## src/atctr_map.vh

```
// Register offsets, field positions and reset values for the antenna trim and transmit count bank.
`ifndef ATCTR_MAP_VH
`define ATCTR_MAP_VH
`define ATCTR_ADDR_W 6
`define ATCTR_OFF_COUNT_LOW 6'h0B
`define ATCTR_OFF_COUNT_HIGH 6'h0C
`define ATCTR_OFF_ADC 6'h0D
`define ATCTR_OFF_TUNE 6'h0E
`define ATCTR_OFF_OVERRIDE 6'h0F
`define ATCTR_RST_BYTE 8'h00
`define ATCTR_RST_NIB 4'h0
`define ATCTR_TUNE_ERR_BIT 3
`define ATCTR_SRC_SEL_BIT 7
`define ATCTR_SW_TRIM_MSB 6
`define ATCTR_SW_TRIM_LSB 3
`define ATCTR_LOW_CNT_MSB 7
`define ATCTR_LOW_CNT_LSB 6
`define ATCTR_TRIM_W 4
`endif

```

## src/atctr_regs.v

```verilog
// Register bank for transmit byte count high, conversion result, tuning result and tuning override.
//
// Functional notes
// - Count-high register holds upper eight count bits.
// - Count-high clears on reset, defaults, clear.
// - Conversion and tuning results clear on reset, defaults.
// - Latest conversion result readable, writes ignored.
// - Tuning result stored in bits seven to four.
// - Bit three flags failed antenna tuning.
// - Source bit selects calibration or software trim.
// - Each 1 trim bit switches both transistors.
// - Override register: software trim bits six-three.
// - Count combines low register bits seven, six.
`timescale 1ns/1ps
`include "atctr_map.vh"
module atctr_regs #(
  parameter ADDR_W = `ATCTR_ADDR_W,
  parameter TRIM_W = `ATCTR_TRIM_W
) (
  sys_clk,
  rst,
  regWrEn,
  regRdEn,
  regAddr,
  regWrData,
  regRdData,
  setDefaultCmd,
  clearCmd,
  countLowBits,
  adcDone,
  adcData,
  calDone,
  calTrim,
  calFail,
  txByteCount,
  tuningSwitchPinsA,
  tuningSwitchPinsB
);
  input sys_clk;
  input rst;
  input regWrEn;
  input regRdEn;
  input [ADDR_W-1:0] regAddr;
  input [7:0] regWrData;
  output [7:0] regRdData;
  input setDefaultCmd;
  input clearCmd;
  input [1:0] countLowBits;
  input adcDone;
  input [7:0] adcData;
  input calDone;
  input [TRIM_W-1:0] calTrim;
  input calFail;
  output [9:0] txByteCount;
  output [TRIM_W-1:0] tuningSwitchPinsA;
  output [TRIM_W-1:0] tuningSwitchPinsB;

  reg [7:0] countHigh_ff;
  reg [7:0] adcResult_ff;
  reg [TRIM_W-1:0] tuneTrim_ff;
  reg tuneErr_ff;
  reg srcSel_ff;
  reg [TRIM_W-1:0] swTrim_ff;
  reg [7:0] rdData_ff;
  reg [9:0] txCount_ff;
  reg [7:0] nxt_rdData;
  reg [7:0] nxt_countHigh;
  reg [7:0] nxt_adcResult;
  reg [TRIM_W-1:0] nxt_tuneTrim;
  reg nxt_tuneErr;
  reg nxt_srcSel;
  reg [TRIM_W-1:0] nxt_swTrim;
  wire [9:0] nxt_txCount;
  wire wrCountHigh;
  wire wrOverride;
  wire restoreAll;
  wire clearCount;

  // Address match used by both the write and the read path.
  function hit;
    input [ADDR_W-1:0] addr;
    input [ADDR_W-1:0] off;
    begin
      hit = (addr == off);
    end
  endfunction

  // Write strobes decoded once; a write to a read-only or unmapped offset matches none and is dropped.
  assign wrCountHigh = regWrEn & hit(regAddr, `ATCTR_OFF_COUNT_HIGH);
  assign wrOverride = regWrEn & hit(regAddr, `ATCTR_OFF_OVERRIDE);
  assign restoreAll = setDefaultCmd;
  assign clearCount = setDefaultCmd | clearCmd;

  // Next count-high value; clear and defaults outrank a same-cycle write.
  always @* begin
    nxt_countHigh = countHigh_ff;
    if (clearCount) begin
      nxt_countHigh = `ATCTR_RST_BYTE;
    end else if (wrCountHigh) begin
      nxt_countHigh = regWrData;
    end
  end

  // Count-high storage.
  always @(posedge sys_clk or posedge rst) begin
    if (rst) begin
      countHigh_ff <= `ATCTR_RST_BYTE;
    end else begin
      countHigh_ff <= nxt_countHigh;
    end
  end

  // Next conversion result; it follows the converter only, so bus writes never reach it.
  always @* begin
    nxt_adcResult = adcResult_ff;
    if (restoreAll) begin
      nxt_adcResult = `ATCTR_RST_BYTE;
    end else if (adcDone) begin
      nxt_adcResult = adcData;
    end
  end

  // Conversion result storage.
  always @(posedge sys_clk or posedge rst) begin
    if (rst) begin
      adcResult_ff <= `ATCTR_RST_BYTE;
    end else begin
      adcResult_ff <= nxt_adcResult;
    end
  end

  // Next calibration result; trim and failure flag are captured together, and defaults win over completion.
  always @* begin
    nxt_tuneTrim = tuneTrim_ff;
    nxt_tuneErr = tuneErr_ff;
    if (restoreAll) begin
      nxt_tuneTrim = `ATCTR_RST_NIB;
      nxt_tuneErr = 1'h0;
    end else if (calDone) begin
      nxt_tuneTrim = calTrim;
      nxt_tuneErr = calFail;
    end
  end

  // Calibration result storage.
  always @(posedge sys_clk or posedge rst) begin
    if (rst) begin
      tuneTrim_ff <= `ATCTR_RST_NIB;
      tuneErr_ff <= 1'h0;
    end else begin
      tuneTrim_ff <= nxt_tuneTrim;
      tuneErr_ff <= nxt_tuneErr;
    end
  end

  // Next override value; the clear command leaves it alone, only defaults reset it.
  always @* begin
    nxt_srcSel = srcSel_ff;
    nxt_swTrim = swTrim_ff;
    if (restoreAll) begin
      nxt_srcSel = 1'h0;
      nxt_swTrim = `ATCTR_RST_NIB;
    end else if (wrOverride) begin
      nxt_srcSel = regWrData[`ATCTR_SRC_SEL_BIT];
      nxt_swTrim = regWrData[`ATCTR_SW_TRIM_MSB:`ATCTR_SW_TRIM_LSB];
    end
  end

  // Override storage; unused low bits of a write are simply not kept.
  always @(posedge sys_clk or posedge rst) begin
    if (rst) begin
      srcSel_ff <= 1'h0;
      swTrim_ff <= `ATCTR_RST_NIB;
    end else begin
      srcSel_ff <= nxt_srcSel;
      swTrim_ff <= nxt_swTrim;
    end
  end

  // Read multiplexer; unused bits and unmapped offsets return zero.
  always @* begin
    nxt_rdData = `ATCTR_RST_BYTE;
    if (hit(regAddr, `ATCTR_OFF_COUNT_HIGH)) begin
      nxt_rdData = countHigh_ff;
    end else if (hit(regAddr, `ATCTR_OFF_ADC)) begin
      nxt_rdData = adcResult_ff;
    end else if (hit(regAddr, `ATCTR_OFF_TUNE)) begin
      nxt_rdData = {tuneTrim_ff, tuneErr_ff, 3'h0};
    end else if (hit(regAddr, `ATCTR_OFF_OVERRIDE)) begin
      nxt_rdData = {srcSel_ff, swTrim_ff, 3'h0};
    end
  end

  // Read data is held until the next read so the caller may sample late.
  always @(posedge sys_clk or posedge rst) begin
    if (rst) begin
      rdData_ff <= `ATCTR_RST_BYTE;
    end else if (regRdEn) begin
      rdData_ff <= nxt_rdData;
    end
  end

  // Count-low supplies the two bottom bits; a ten-bit field cannot exceed 1023, so no range check is kept.
  assign nxt_txCount = {countHigh_ff, countLowBits};

  // Full ten-bit count, registered so the output comes straight from a flip-flop.
  always @(posedge sys_clk or posedge rst) begin
    if (rst) begin
      txCount_ff <= 10'h000;
    end else begin
      txCount_ff <= nxt_txCount;
    end
  end

  assign regRdData = rdData_ff;
  assign txByteCount = txCount_ff;

  atctr_trim_drive #(
    .TRIM_W(TRIM_W)
  ) u_trim (
    .sys_clk(sys_clk),
    .rst(rst),
    .srcSel(srcSel_ff),
    .calTrim(tuneTrim_ff),
    .swTrim(swTrim_ff),
    .tuningSwitchPinsA(tuningSwitchPinsA),
    .tuningSwitchPinsB(tuningSwitchPinsB)
  );
endmodule // atctr_regs

```

## src/atctr_trim_drive.v

```verilog
// Tuning switch source selection and pin drive for both switch groups.
`timescale 1ns/1ps
`include "atctr_map.vh"
module atctr_trim_drive #(
  parameter TRIM_W = `ATCTR_TRIM_W
) (
  sys_clk,
  rst,
  srcSel,
  calTrim,
  swTrim,
  tuningSwitchPinsA,
  tuningSwitchPinsB
);
  input sys_clk;
  input rst;
  input srcSel;
  input [TRIM_W-1:0] calTrim;
  input [TRIM_W-1:0] swTrim;
  output [TRIM_W-1:0] tuningSwitchPinsA;
  output [TRIM_W-1:0] tuningSwitchPinsB;

  reg [TRIM_W-1:0] pinsA_ff;
  reg [TRIM_W-1:0] pinsB_ff;
  wire [TRIM_W-1:0] nxt_pins;

  // Select calibration result or software bits; a 1 switches the transistor on.
  assign nxt_pins = srcSel ? swTrim : calTrim;

  // Registered so the pins never glitch while the source bit changes.
  always @(posedge sys_clk or posedge rst) begin
    if (rst) begin
      pinsA_ff <= {TRIM_W{1'b0}};
      pinsB_ff <= {TRIM_W{1'b0}};
    end else begin
      pinsA_ff <= nxt_pins;
      pinsB_ff <= nxt_pins;
    end
  end

  assign tuningSwitchPinsA = pinsA_ff;
  assign tuningSwitchPinsB = pinsB_ff;
endmodule // atctr_trim_drive

```

## config.mk

```make
export PLATFORM = sky130hd
export DESIGN_NAME = atctr_regs
export DESIGN_NICKNAME = d
export VERILOG_FILES = /design/src/atctr_regs.v /design/src/atctr_trim_drive.v
export VERILOG_INCLUDE_DIRS = /design/src
export SDC_FILE = /design/constraint.sdc
export NUM_CORES = 1
export LEC_CHECK = 0
export BUFFER_PORTS_ARGS = -buffer_cell sky130_fd_sc_hd__buf_2
export CORE_MARGIN = 2
export CORE_UTILIZATION = 45
export DETAILED_ROUTE_END_ITERATION = 10
export HOLD_SLACK_MARGIN = 0.02
export PLACE_DENSITY_LB_ADDON = 0.25
export SETUP_SLACK_MARGIN = 0.3
export SYNTH_ARGS = -nofsm -noshare
export SYNTH_HDL_FRONTEND = slang
export SYNTH_HIERARCHICAL = 1
export SYNTH_SLANG_ARGS = --single-unit
```

## constraint.sdc

```tcl
create_clock -name sys_clk -period 2 [get_ports sys_clk]
set_clock_uncertainty 0.05 [all_clocks]
set_input_delay 0.1 -clock sys_clk [delete_from_list [all_inputs] [get_ports sys_clk]]
set_output_delay 0.1 -clock sys_clk [all_outputs]
set_load 0.02 [all_outputs]
```

## Word level (Yosys, flattened, before mapping)

Cells that the tools add are included.

| word-level totals | value |
|---|---|
| register bits | 48 |
| input bits | 37 |
| output and inout bits | 26 |
| word-level logic and storage cells | 37 |

| operators by class | value |
|---|---|
| equality and inequality tests | 4 |
| multiplexer cells | 17 |
| bitwise operators | 3 |
| reduce and logical (&&, ||, !) cells | 4 |

Operator list:

| operator | count |
|---|---|
| $mux W8 | 8 |
| $eq A6 B4 Y1 const B | 4 |
| $mux W4 | 5 |
| $reduce_bool A2 Y1 | 4 |
| $mux W1 | 4 |
| $and A1 B1 Y1 | 2 |
| $or A1 B1 Y1 | 1 |

## Longest topological paths before layout

Gate-level depths: netlist (run 1).

| depth | value |
|---|---|
| depth after elaboration | 5 |
| gate-level depth with buffers | 4 |
| mapped depth without buffers | 3 |

## Modules after synthesis

The synthesis (run 1) kept the hierarchy.

Modules (own cells, without submodules):

| module | times used | cells an instance | area each (um2) | seq. area each (um2) |
|---|---|---|---|---|
| atctr_regs | 1 | 162 | 1871.8 | 1101.1 |
| atctr_trim_drive | 1 | 13 | 178.9 | 100.1 |

## Worst setup path before layout (run 1)

Ideal clock, no wire load.

| timing path | value |
|---|---|
| path type | register to register |
| start | register srcSel_ff |
| end | register rdData_ff[7] (netlist: regRdData[7]) |
| library setup time | 136 ps |
| data arrival time | 1026 ps |
| required time | 1814 ps |
| slack | 788 ps |
| cell stages (with the launch flop) | 4 |
| path buffers | 0 |
| period minus slack after synthesis | 1212 ps |
| cells stage by stage | dfrtp_1 > mux4_1 > nand3_1 > o21ai_0 |

| between the ends | value |
|---|---|
| longest elaborated chain between the ends | 4 |

Ends and longest elaborated chain:

| item | line | source |
|---|---|---|
| from (decl) | atctr_regs.v:62 | `reg srcSel_ff;` |
| from (signal assigned) | atctr_regs.v:175 | `srcSel_ff <= nxt_srcSel;` |
| $mux W8 | atctr_regs.v:189 | `` end else if (hit(regAddr, `ATCTR_OFF_OVERRIDE)) begin `` |
| $mux W8 | atctr_regs.v:187 | `` end else if (hit(regAddr, `ATCTR_OFF_TUNE)) begin `` |
| $mux W8 | atctr_regs.v:185 | `` end else if (hit(regAddr, `ATCTR_OFF_ADC)) begin `` |
| $mux W8 | atctr_regs.v:183 | `` if (hit(regAddr, `ATCTR_OFF_COUNT_HIGH)) begin `` |
| to (signal assigned) | atctr_regs.v:197 | `` rdData_ff <= `ATCTR_RST_BYTE; `` |
| to (signal assigned) | atctr_regs.v:199 | `rdData_ff <= nxt_rdData;` |
| to (decl) | atctr_regs.v:64 | `reg [7:0] rdData_ff;` |

Every way passes these cells.
A chain may end at the register's enable or synchronous reset.

## Final worst setup path (run 1)

Ends and elaborated chain as after synthesis.

==> results_dict.tcl, run 1 <==
set metrics [dict create \
    rsz0062_at_grt "no" \
    grt_pass1_vias 1497 \
    cts_tree "built" \
    synth-xor-area-share 0 \
    async_flop_share 1.000 \
    ios 63 \
    nFillCells 368 \
    htreeDepth 2 \
    min_period_ns 1.288 \
    fin_hold_ws_ns 0.01991 \
    slew_headroom 0.7666 \
    synthSimpleGateAreaFrac 0.1245 \
    io_buffer_count 62 \
    r2r-end "regRdData[7]" \
    ir_worst_vdd_mv 0.3667 \
    critPathTopFamily "multiplexers" \
    cp.required_ns 2.14 \
    finalHoldViolations 0 \
    powerDensity_nw_per_um2 664.2 \
    die_area_sq_um 5113 \
    hpwl_um 3260 \
    max_freq_mhz 776.4 \
    gp_congestion 0.8159 \
    worstPathMaxFanout 6 \
    cts_buffers 5 \
    yosysMostFrequentCell "dfrtp_1" \
    p_leak_nw 1.335 \
    tightest_slew_ns 0.3474 \
    firstDrtPassIters 4 \
    synth_cell_type_count 28 \
    root_buffer "clkbuf_8" \
    clock-sinks 48 \
    yosys.area_share.adder 0 \
    clock_latency_ns 0.30 \
    wl_per_cell_um 14.98 \
    clockBufferDepth 2 \
    rows 24 \
    holdPathStages 3 \
    reg2reg_slack_ns 0.71 \
    crit_type "reg -> reg" \
    status "complete, no violations" \
    drtIter0Drc 128 \
    synth_compound_area_frac 0.1159 \
    cts.clk_slew.worst_paths_ns 0.08 \
    max_stage_delay_ns 0.50 \
    critPathCaptureType "register" \
    synth_edf_count 0 \
    ys_warn_count 6 \
    syn_avg_cell_area_sq_um 11.72 \
    antenna_found_initial 0 \
    grt_max_degree 26 \
    synth.area.mux_share 0.1239 \
    fin_setup_tns_ns 0 \
    vias 1599 \
    wl_um 4600 \
    maxCapViolCount 0 \
    globalRouteOverflowTotal 0 \
    crit_chain "mux4_1 > nand3_1 > o21ai_0" \
    ys_seq_elements 48 \
    syn_to_final_growth_pct 30.38 \
    cp-start-kind "register" \
    diodes 0 \
    r2r_cells 3 \
    yosysTopAreaCell "dfrtp_1" \
    hold_path_end "countHigh_ff[6]" \
    postSynthCellCount 175 \
    final_layout_size_suffix_gt1_frac 0.3176 \
    grt_first_pass_wirelength_um 7320 \
    hold_start "regWrData[6]" \
    synth_commonest_cells "dfrtp_1, a21oi_1, mux2i_1, nand3_1, o21ai_0" \
    arrival_ns 1.43 \
    synth_area_leaders "dfrtp_1, mux2i_1, a21oi_1" \
    drcViolationCount 0 \
    fp.dieW_um 71.51 \
    ys_seq_area_frac 0.5857 \
    cpMaxStageDelayCell "mux4_1" \
    finalCritPeriodShare 0.6440 \
    synth_nets 212 \
    die_y_um 71.51 \
    nets 292 \
    synth_top_area_share 0.5857 \
    r2r-start "srcSel_ff" \
    cp_num_buf_inv 0 \
    finalSetupViolCount 0 \
    viasPerCell 5.208 \
    start_util 0.4678 \
    drv_slew 0 \
    ys.flop_type "dfrtp_1" \
    min_path_type "in -> reg" \
    core_area_sq_um 4384 \
    synth_top_family_by_area "simple AND/OR/NAND/NOR gates" \
    synth_area_sq_um 2051 \
    postRouteAntennaNets 0 \
    track_usage 0.1869 \
]
## repair_timing
| action | 4_1_cts | 5_1_grt |
|---|---|---|
| hold buffers | 21 | 1 |
| gates resized for setup | 0 | 0 |
| buffers inserted | 0 | 0 |
| endpoints found under the hold margin | 69 | 1 |
## state kept, by name (all words and copies together) (netlist names)
register                  flops
txByteCount                  10
tuneErr_ff                    1
u_trim/tuningSwitchPinsA      4
regRdData                     8
srcSel_ff                     1
tuneTrim_ff                   4
countHigh_ff                  8
swTrim_ff                     4
adcResult_ff                  8
## cell usage in the layout (no fill, tap or decap)
master	synthesis	routed
dfrtp_1	48	48
a221o_1	3	3
nand3_1	16	16
inv_1	4	4
nand4bb_1	1	1
o32ai_1	3	3
clkinv_2	0	1
dlygate4sd3_1	0	22
nor2_1	14	14
or3b_1	2	2
and3_1	1	1
o21ai_0	15	15
nand2_1	1	1
buf_2	4	62
nor3b_4	1	1
buf_4	4	5
mux2_2	4	4
a211o_1	3	3
nor3_1	1	1
nor3b_1	3	3
nor2b_1	3	3
and4bb_2	1	1
mux4_2	1	1
mux4_1	1	1
clkbuf_8	0	5
or2_2	1	1
mux2i_1	16	16
clkbuf_1	6	1
a21oi_1	16	16
## final cells by class
cell class | count | area (sq um) | area share
clock buffers | 6 | 72.57 | 0.02714
clock inverters | 1 | 5.005 | 0.001872
inverters | 4 | 15.01 | 0.005615
multi-input cells | 107 | 747.0 | 0.2794
flip-flops and latches | 48 | 1201 | 0.4492
well taps | 52 | 65.06 | 0.02433
repair buffers | 89 | 568.0 | 0.2124
## logic make-up (layout without fill, tap and decap cells)
logic type / Yosys count / after routing
multiplexers: 22 / 22
buffers and inverters: 20 / 100
flip-flops: 48 / 48
AO/OA/AOI/OAI: 40 / 40
AND/OR/NAND/NOR: 45 / 45
## routing by layer
layer,share of wire,track usage,vias up
li1,-,-,782
met1,0.49,0.2766,771
met2,0.46,0.2798,42
met3,0.042,0.04782,4
met4,0.0087,0.04403,0
met5,0,0,-
## metrics by stage
step           power (mW)  instances    util  area [sq um]  setup slack (ns)
5_1_grt             1.857        307  0.6099          2674            0.6676
3_3_place_gp        1.225        278  0.5420          2376            0.6840
6_report            1.776        307  0.6099          2674            0.7119
4_1_cts             1.786        306  0.6076          2664            0.7149
2_1_floorplan       1.152        175       -          2051            0.7882
3_5_place_dp        1.226        278  0.5420          2376            0.6584
## how the worst max path moves through the flow
stage,startpoint,to,slack [ns],cells past startpoint
global route,srcSel_ff,regRdData[7],0.67,3
global placement,regAddr[4],regRdData[0],0.68,5
finish,srcSel_ff,regRdData[7],0.71,3
CTS,srcSel_ff,regRdData[7],0.71,3
floorplan,srcSel_ff,regRdData[7],0.79,3
detailed placement,regAddr[4],regRdData[2],0.66,5
## worst reg2reg max path, cell delays in order, from the launching register on
cell and delay, ns:
dfrtp_1 0.46, mux4_1 0.50, nand3_1 0.09, o21ai_0 0.07
## power by group
part	switching [mW]	internal, mW
Sequential	0.0168	0.997
Combinational	0.118	0.107
Clock	0.299	0.238
Total	0.434	1.34
No activity file was read; power rests on OpenSTA's default activity.
==> run 2, diff against run 1 <==
==> constraint.sdc (replaced) <==
create_clock -name sys_clk -period 1.1 [get_ports sys_clk]
set_clock_uncertainty 0.05 [all_clocks]
set_input_delay 0.055 -clock sys_clk [delete_from_list [all_inputs] [get_ports sys_clk]]
set_output_delay 0.055 -clock sys_clk [all_outputs]
set_load 0.02 [all_outputs]
==> run 2 against run 1 <==
The run now ends with setup timing left; utilization rose by 15 points; global-route usage up 3.6 points; non-clock buffer count increased by 37; first-iteration DRC count fell by 15%; highest routed layer unchanged; sequential share of layout area is 8.8 points lower; wire length is 21% higher; maximum frequency rose by 9.6%.
==> results_dict.tcl, run 2 (same netlist as run 1, synthesis figures left out) <==
set metrics [dict create \
    postRouteAntennaNets 0 \
    grt_use_met3 0.04501 \
    gp_congestion 0.8227 \
    clock_latency_ns 0.30 \
    cpMaxStageDelayCell "mux4_2" \
    vias 1813 \
    critPathTopFamily "multiplexers" \
    total_power_mw 3.506 \
    wl_per_cell_um 16.15 \
    ios 63 \
    layout_common_cells "dfrtp_1, buf_6, buf_2, dlygate4sd3_1, buf_4" \
    r2r-end "regRdData[7]" \
    worstPathMaxFanout 2 \
    gr-usage-met1 0.2973 \
    cts_tree "built" \
    arrival_ns 1.32 \
    grt_first_pass_wirelength_um 8645 \
    fin_setup_tns_ns -0.1469 \
    firstDrtPassIters 4 \
    critPathCaptureType "register" \
    antenna_found_initial 0 \
    p_leak_nw 1.582 \
    hold_start "calDone" \
    fp.dieW_um 71.51 \
    cp.required_ns 1.25 \
    grt_max_degree 45 \
    finalHoldViolations 0 \
    die_y_um 71.51 \
    grt_busiest_layer "met2" \
    core_area_sq_um 4384 \
    tightest_slew_ns 0.2817 \
    cts.clk_slew.worst_paths_ns 0.08 \
    cp-start-kind "register" \
    diodes 0 \
    drv_slew 0 \
    finalCritPeriodShare 1.068 \
    globalRouteOverflowTotal 0 \
    io_buffer_count 62 \
    r2r_cells 3 \
    slew_headroom 0.8116 \
    clockBufferDepth 2 \
    rsz0062_at_grt "yes" \
    cts_buffers 5 \
    min_path_type "in -> reg" \
    syn_to_final_growth_pct 62.23 \
    pre_cts_slack_ns -0.07878 \
    largest_register_ffs 10 \
    crit_chain "mux4_2 > nand3_2 > o21ai_2" \
    rows 24 \
    drtIter0Drc 109 \
    hpwl_um 3448 \
    drcViolationCount 0 \
    fin_ws_ns -0.07514 \
    max_freq_mhz 851.0 \
    finalSetupViolCount 3 \
    viasPerCell 5.255 \
    nFillCells 277 \
    die_area_sq_um 5113 \
    clock-sinks 48 \
    track_usage 0.2231 \
    final_common_cell "dfrtp_1" \
    min_period_ns 1.175 \
    powerDensity_nw_per_um2 1054 \
    holdPathStages 3 \
    htreeDepth 2 \
    grtUsageMet2 0.3714 \
    ir_worst_vdd_mv 0.6518 \
    start_util 0.4678 \
    hold_path_end "tuneTrim_ff[0]" \
    max_stage_delay_ns 0.48 \
    status "finished, violations left" \
    maxCapViolCount 0 \
    reg2reg_slack_ns -0.08 \
    root_buffer "clkbuf_8" \
    grt_pass1_vias 1776 \
    nets 329 \
    crit_type "reg -> reg" \
    wl_um 5571 \
    r2r-start "countHigh_ff[7]" \
    final_layout_size_suffix_gt1_frac 0.4642 \
    violations "setup timing" \
    cp_num_buf_inv 0 \
]
run 2: changes by cell type in the layout (fill, tap and decap cells not counted), moves of 3 or more:
cell,delta
o21ai_1,+6
o21ai_2,+7
buf_2,-28
nand3_1,-3
o21ai_0,-14
a21oi_1,-4
buf_6,+42
a21oi_2,+4
buf_4,+18
run 2: metrics by stage:
step	instance area, sq um	cells	hold slack, ns	utilization
finish	3327	345	0.08153	0.7588
detailed placement	2545	295	-0.08295	0.5805
floorplan	2101	175	-0.2289	-
CTS	3179	338	0.07338	0.7252
global route	3327	345	0.1038	0.7588
global placement	2545	295	-0.08207	0.5805
run 2: layout make-up:
type	instances	area, sq um	area share
sequential	48	1201	0.3610
tap	52	65.06	0.01956
multi-input combinational	107	844.6	0.2539
clock inverter	1	7.507	0.002256
inverter	4	18.77	0.005641
timing repair buffer	126	1104	0.3317
clock buffer	7	86.33	0.02595
run 2: power breakdown:
part	leakage [nW]	switching [mW]	internal (mW)	total (mW)
clock	0.0445	0.556	0.511	1.07
combinational	0.888	0.264	0.326	0.590
sequential	0.650	0.0377	1.81	1.85
run 2: worst max-delay path by stage:
stage	start	end	slack [ns]	depth (start not counted)
6_report	countHigh_ff[7]	regRdData[7]	-0.08	3
5_1_grt	countHigh_ff[7]	regRdData[7]	-0.11	3
4_1_cts	tuneTrim_ff[3]	regRdData[7]	-0.06	3
3_5_place_dp	regAddr[0]	regRdData[1]	-0.08	4
3_3_place_gp	countHigh_ff[3]	regRdData[3]	-0.05	3
2_1_floorplan	srcSel_ff	regRdData[7]	-0.09	3
run 2: layer usage:
layer,vias to the layer above,wire length (um)
li1,855,-
met1,889,2330
met2,60,2899
met3,9,255
met4,0,86
met5,-,0
run 2: repair_timing:
item | 4_1_cts | 5_1_grt
hold buffers | 24 | 0
setup buffers | 11 | 7
resized for setup | 70 | 26
endpoints found under the setup margin | 52 | 58
pin swaps | 13 | 13
hold endpoints to repair | 76 | 0
run 2: worst reg2reg max path: stages (launching register included):
cell and delay, ns:
dfrtp_1 0.40, mux4_2 0.48, nand3_2 0.10, o21ai_2 0.05
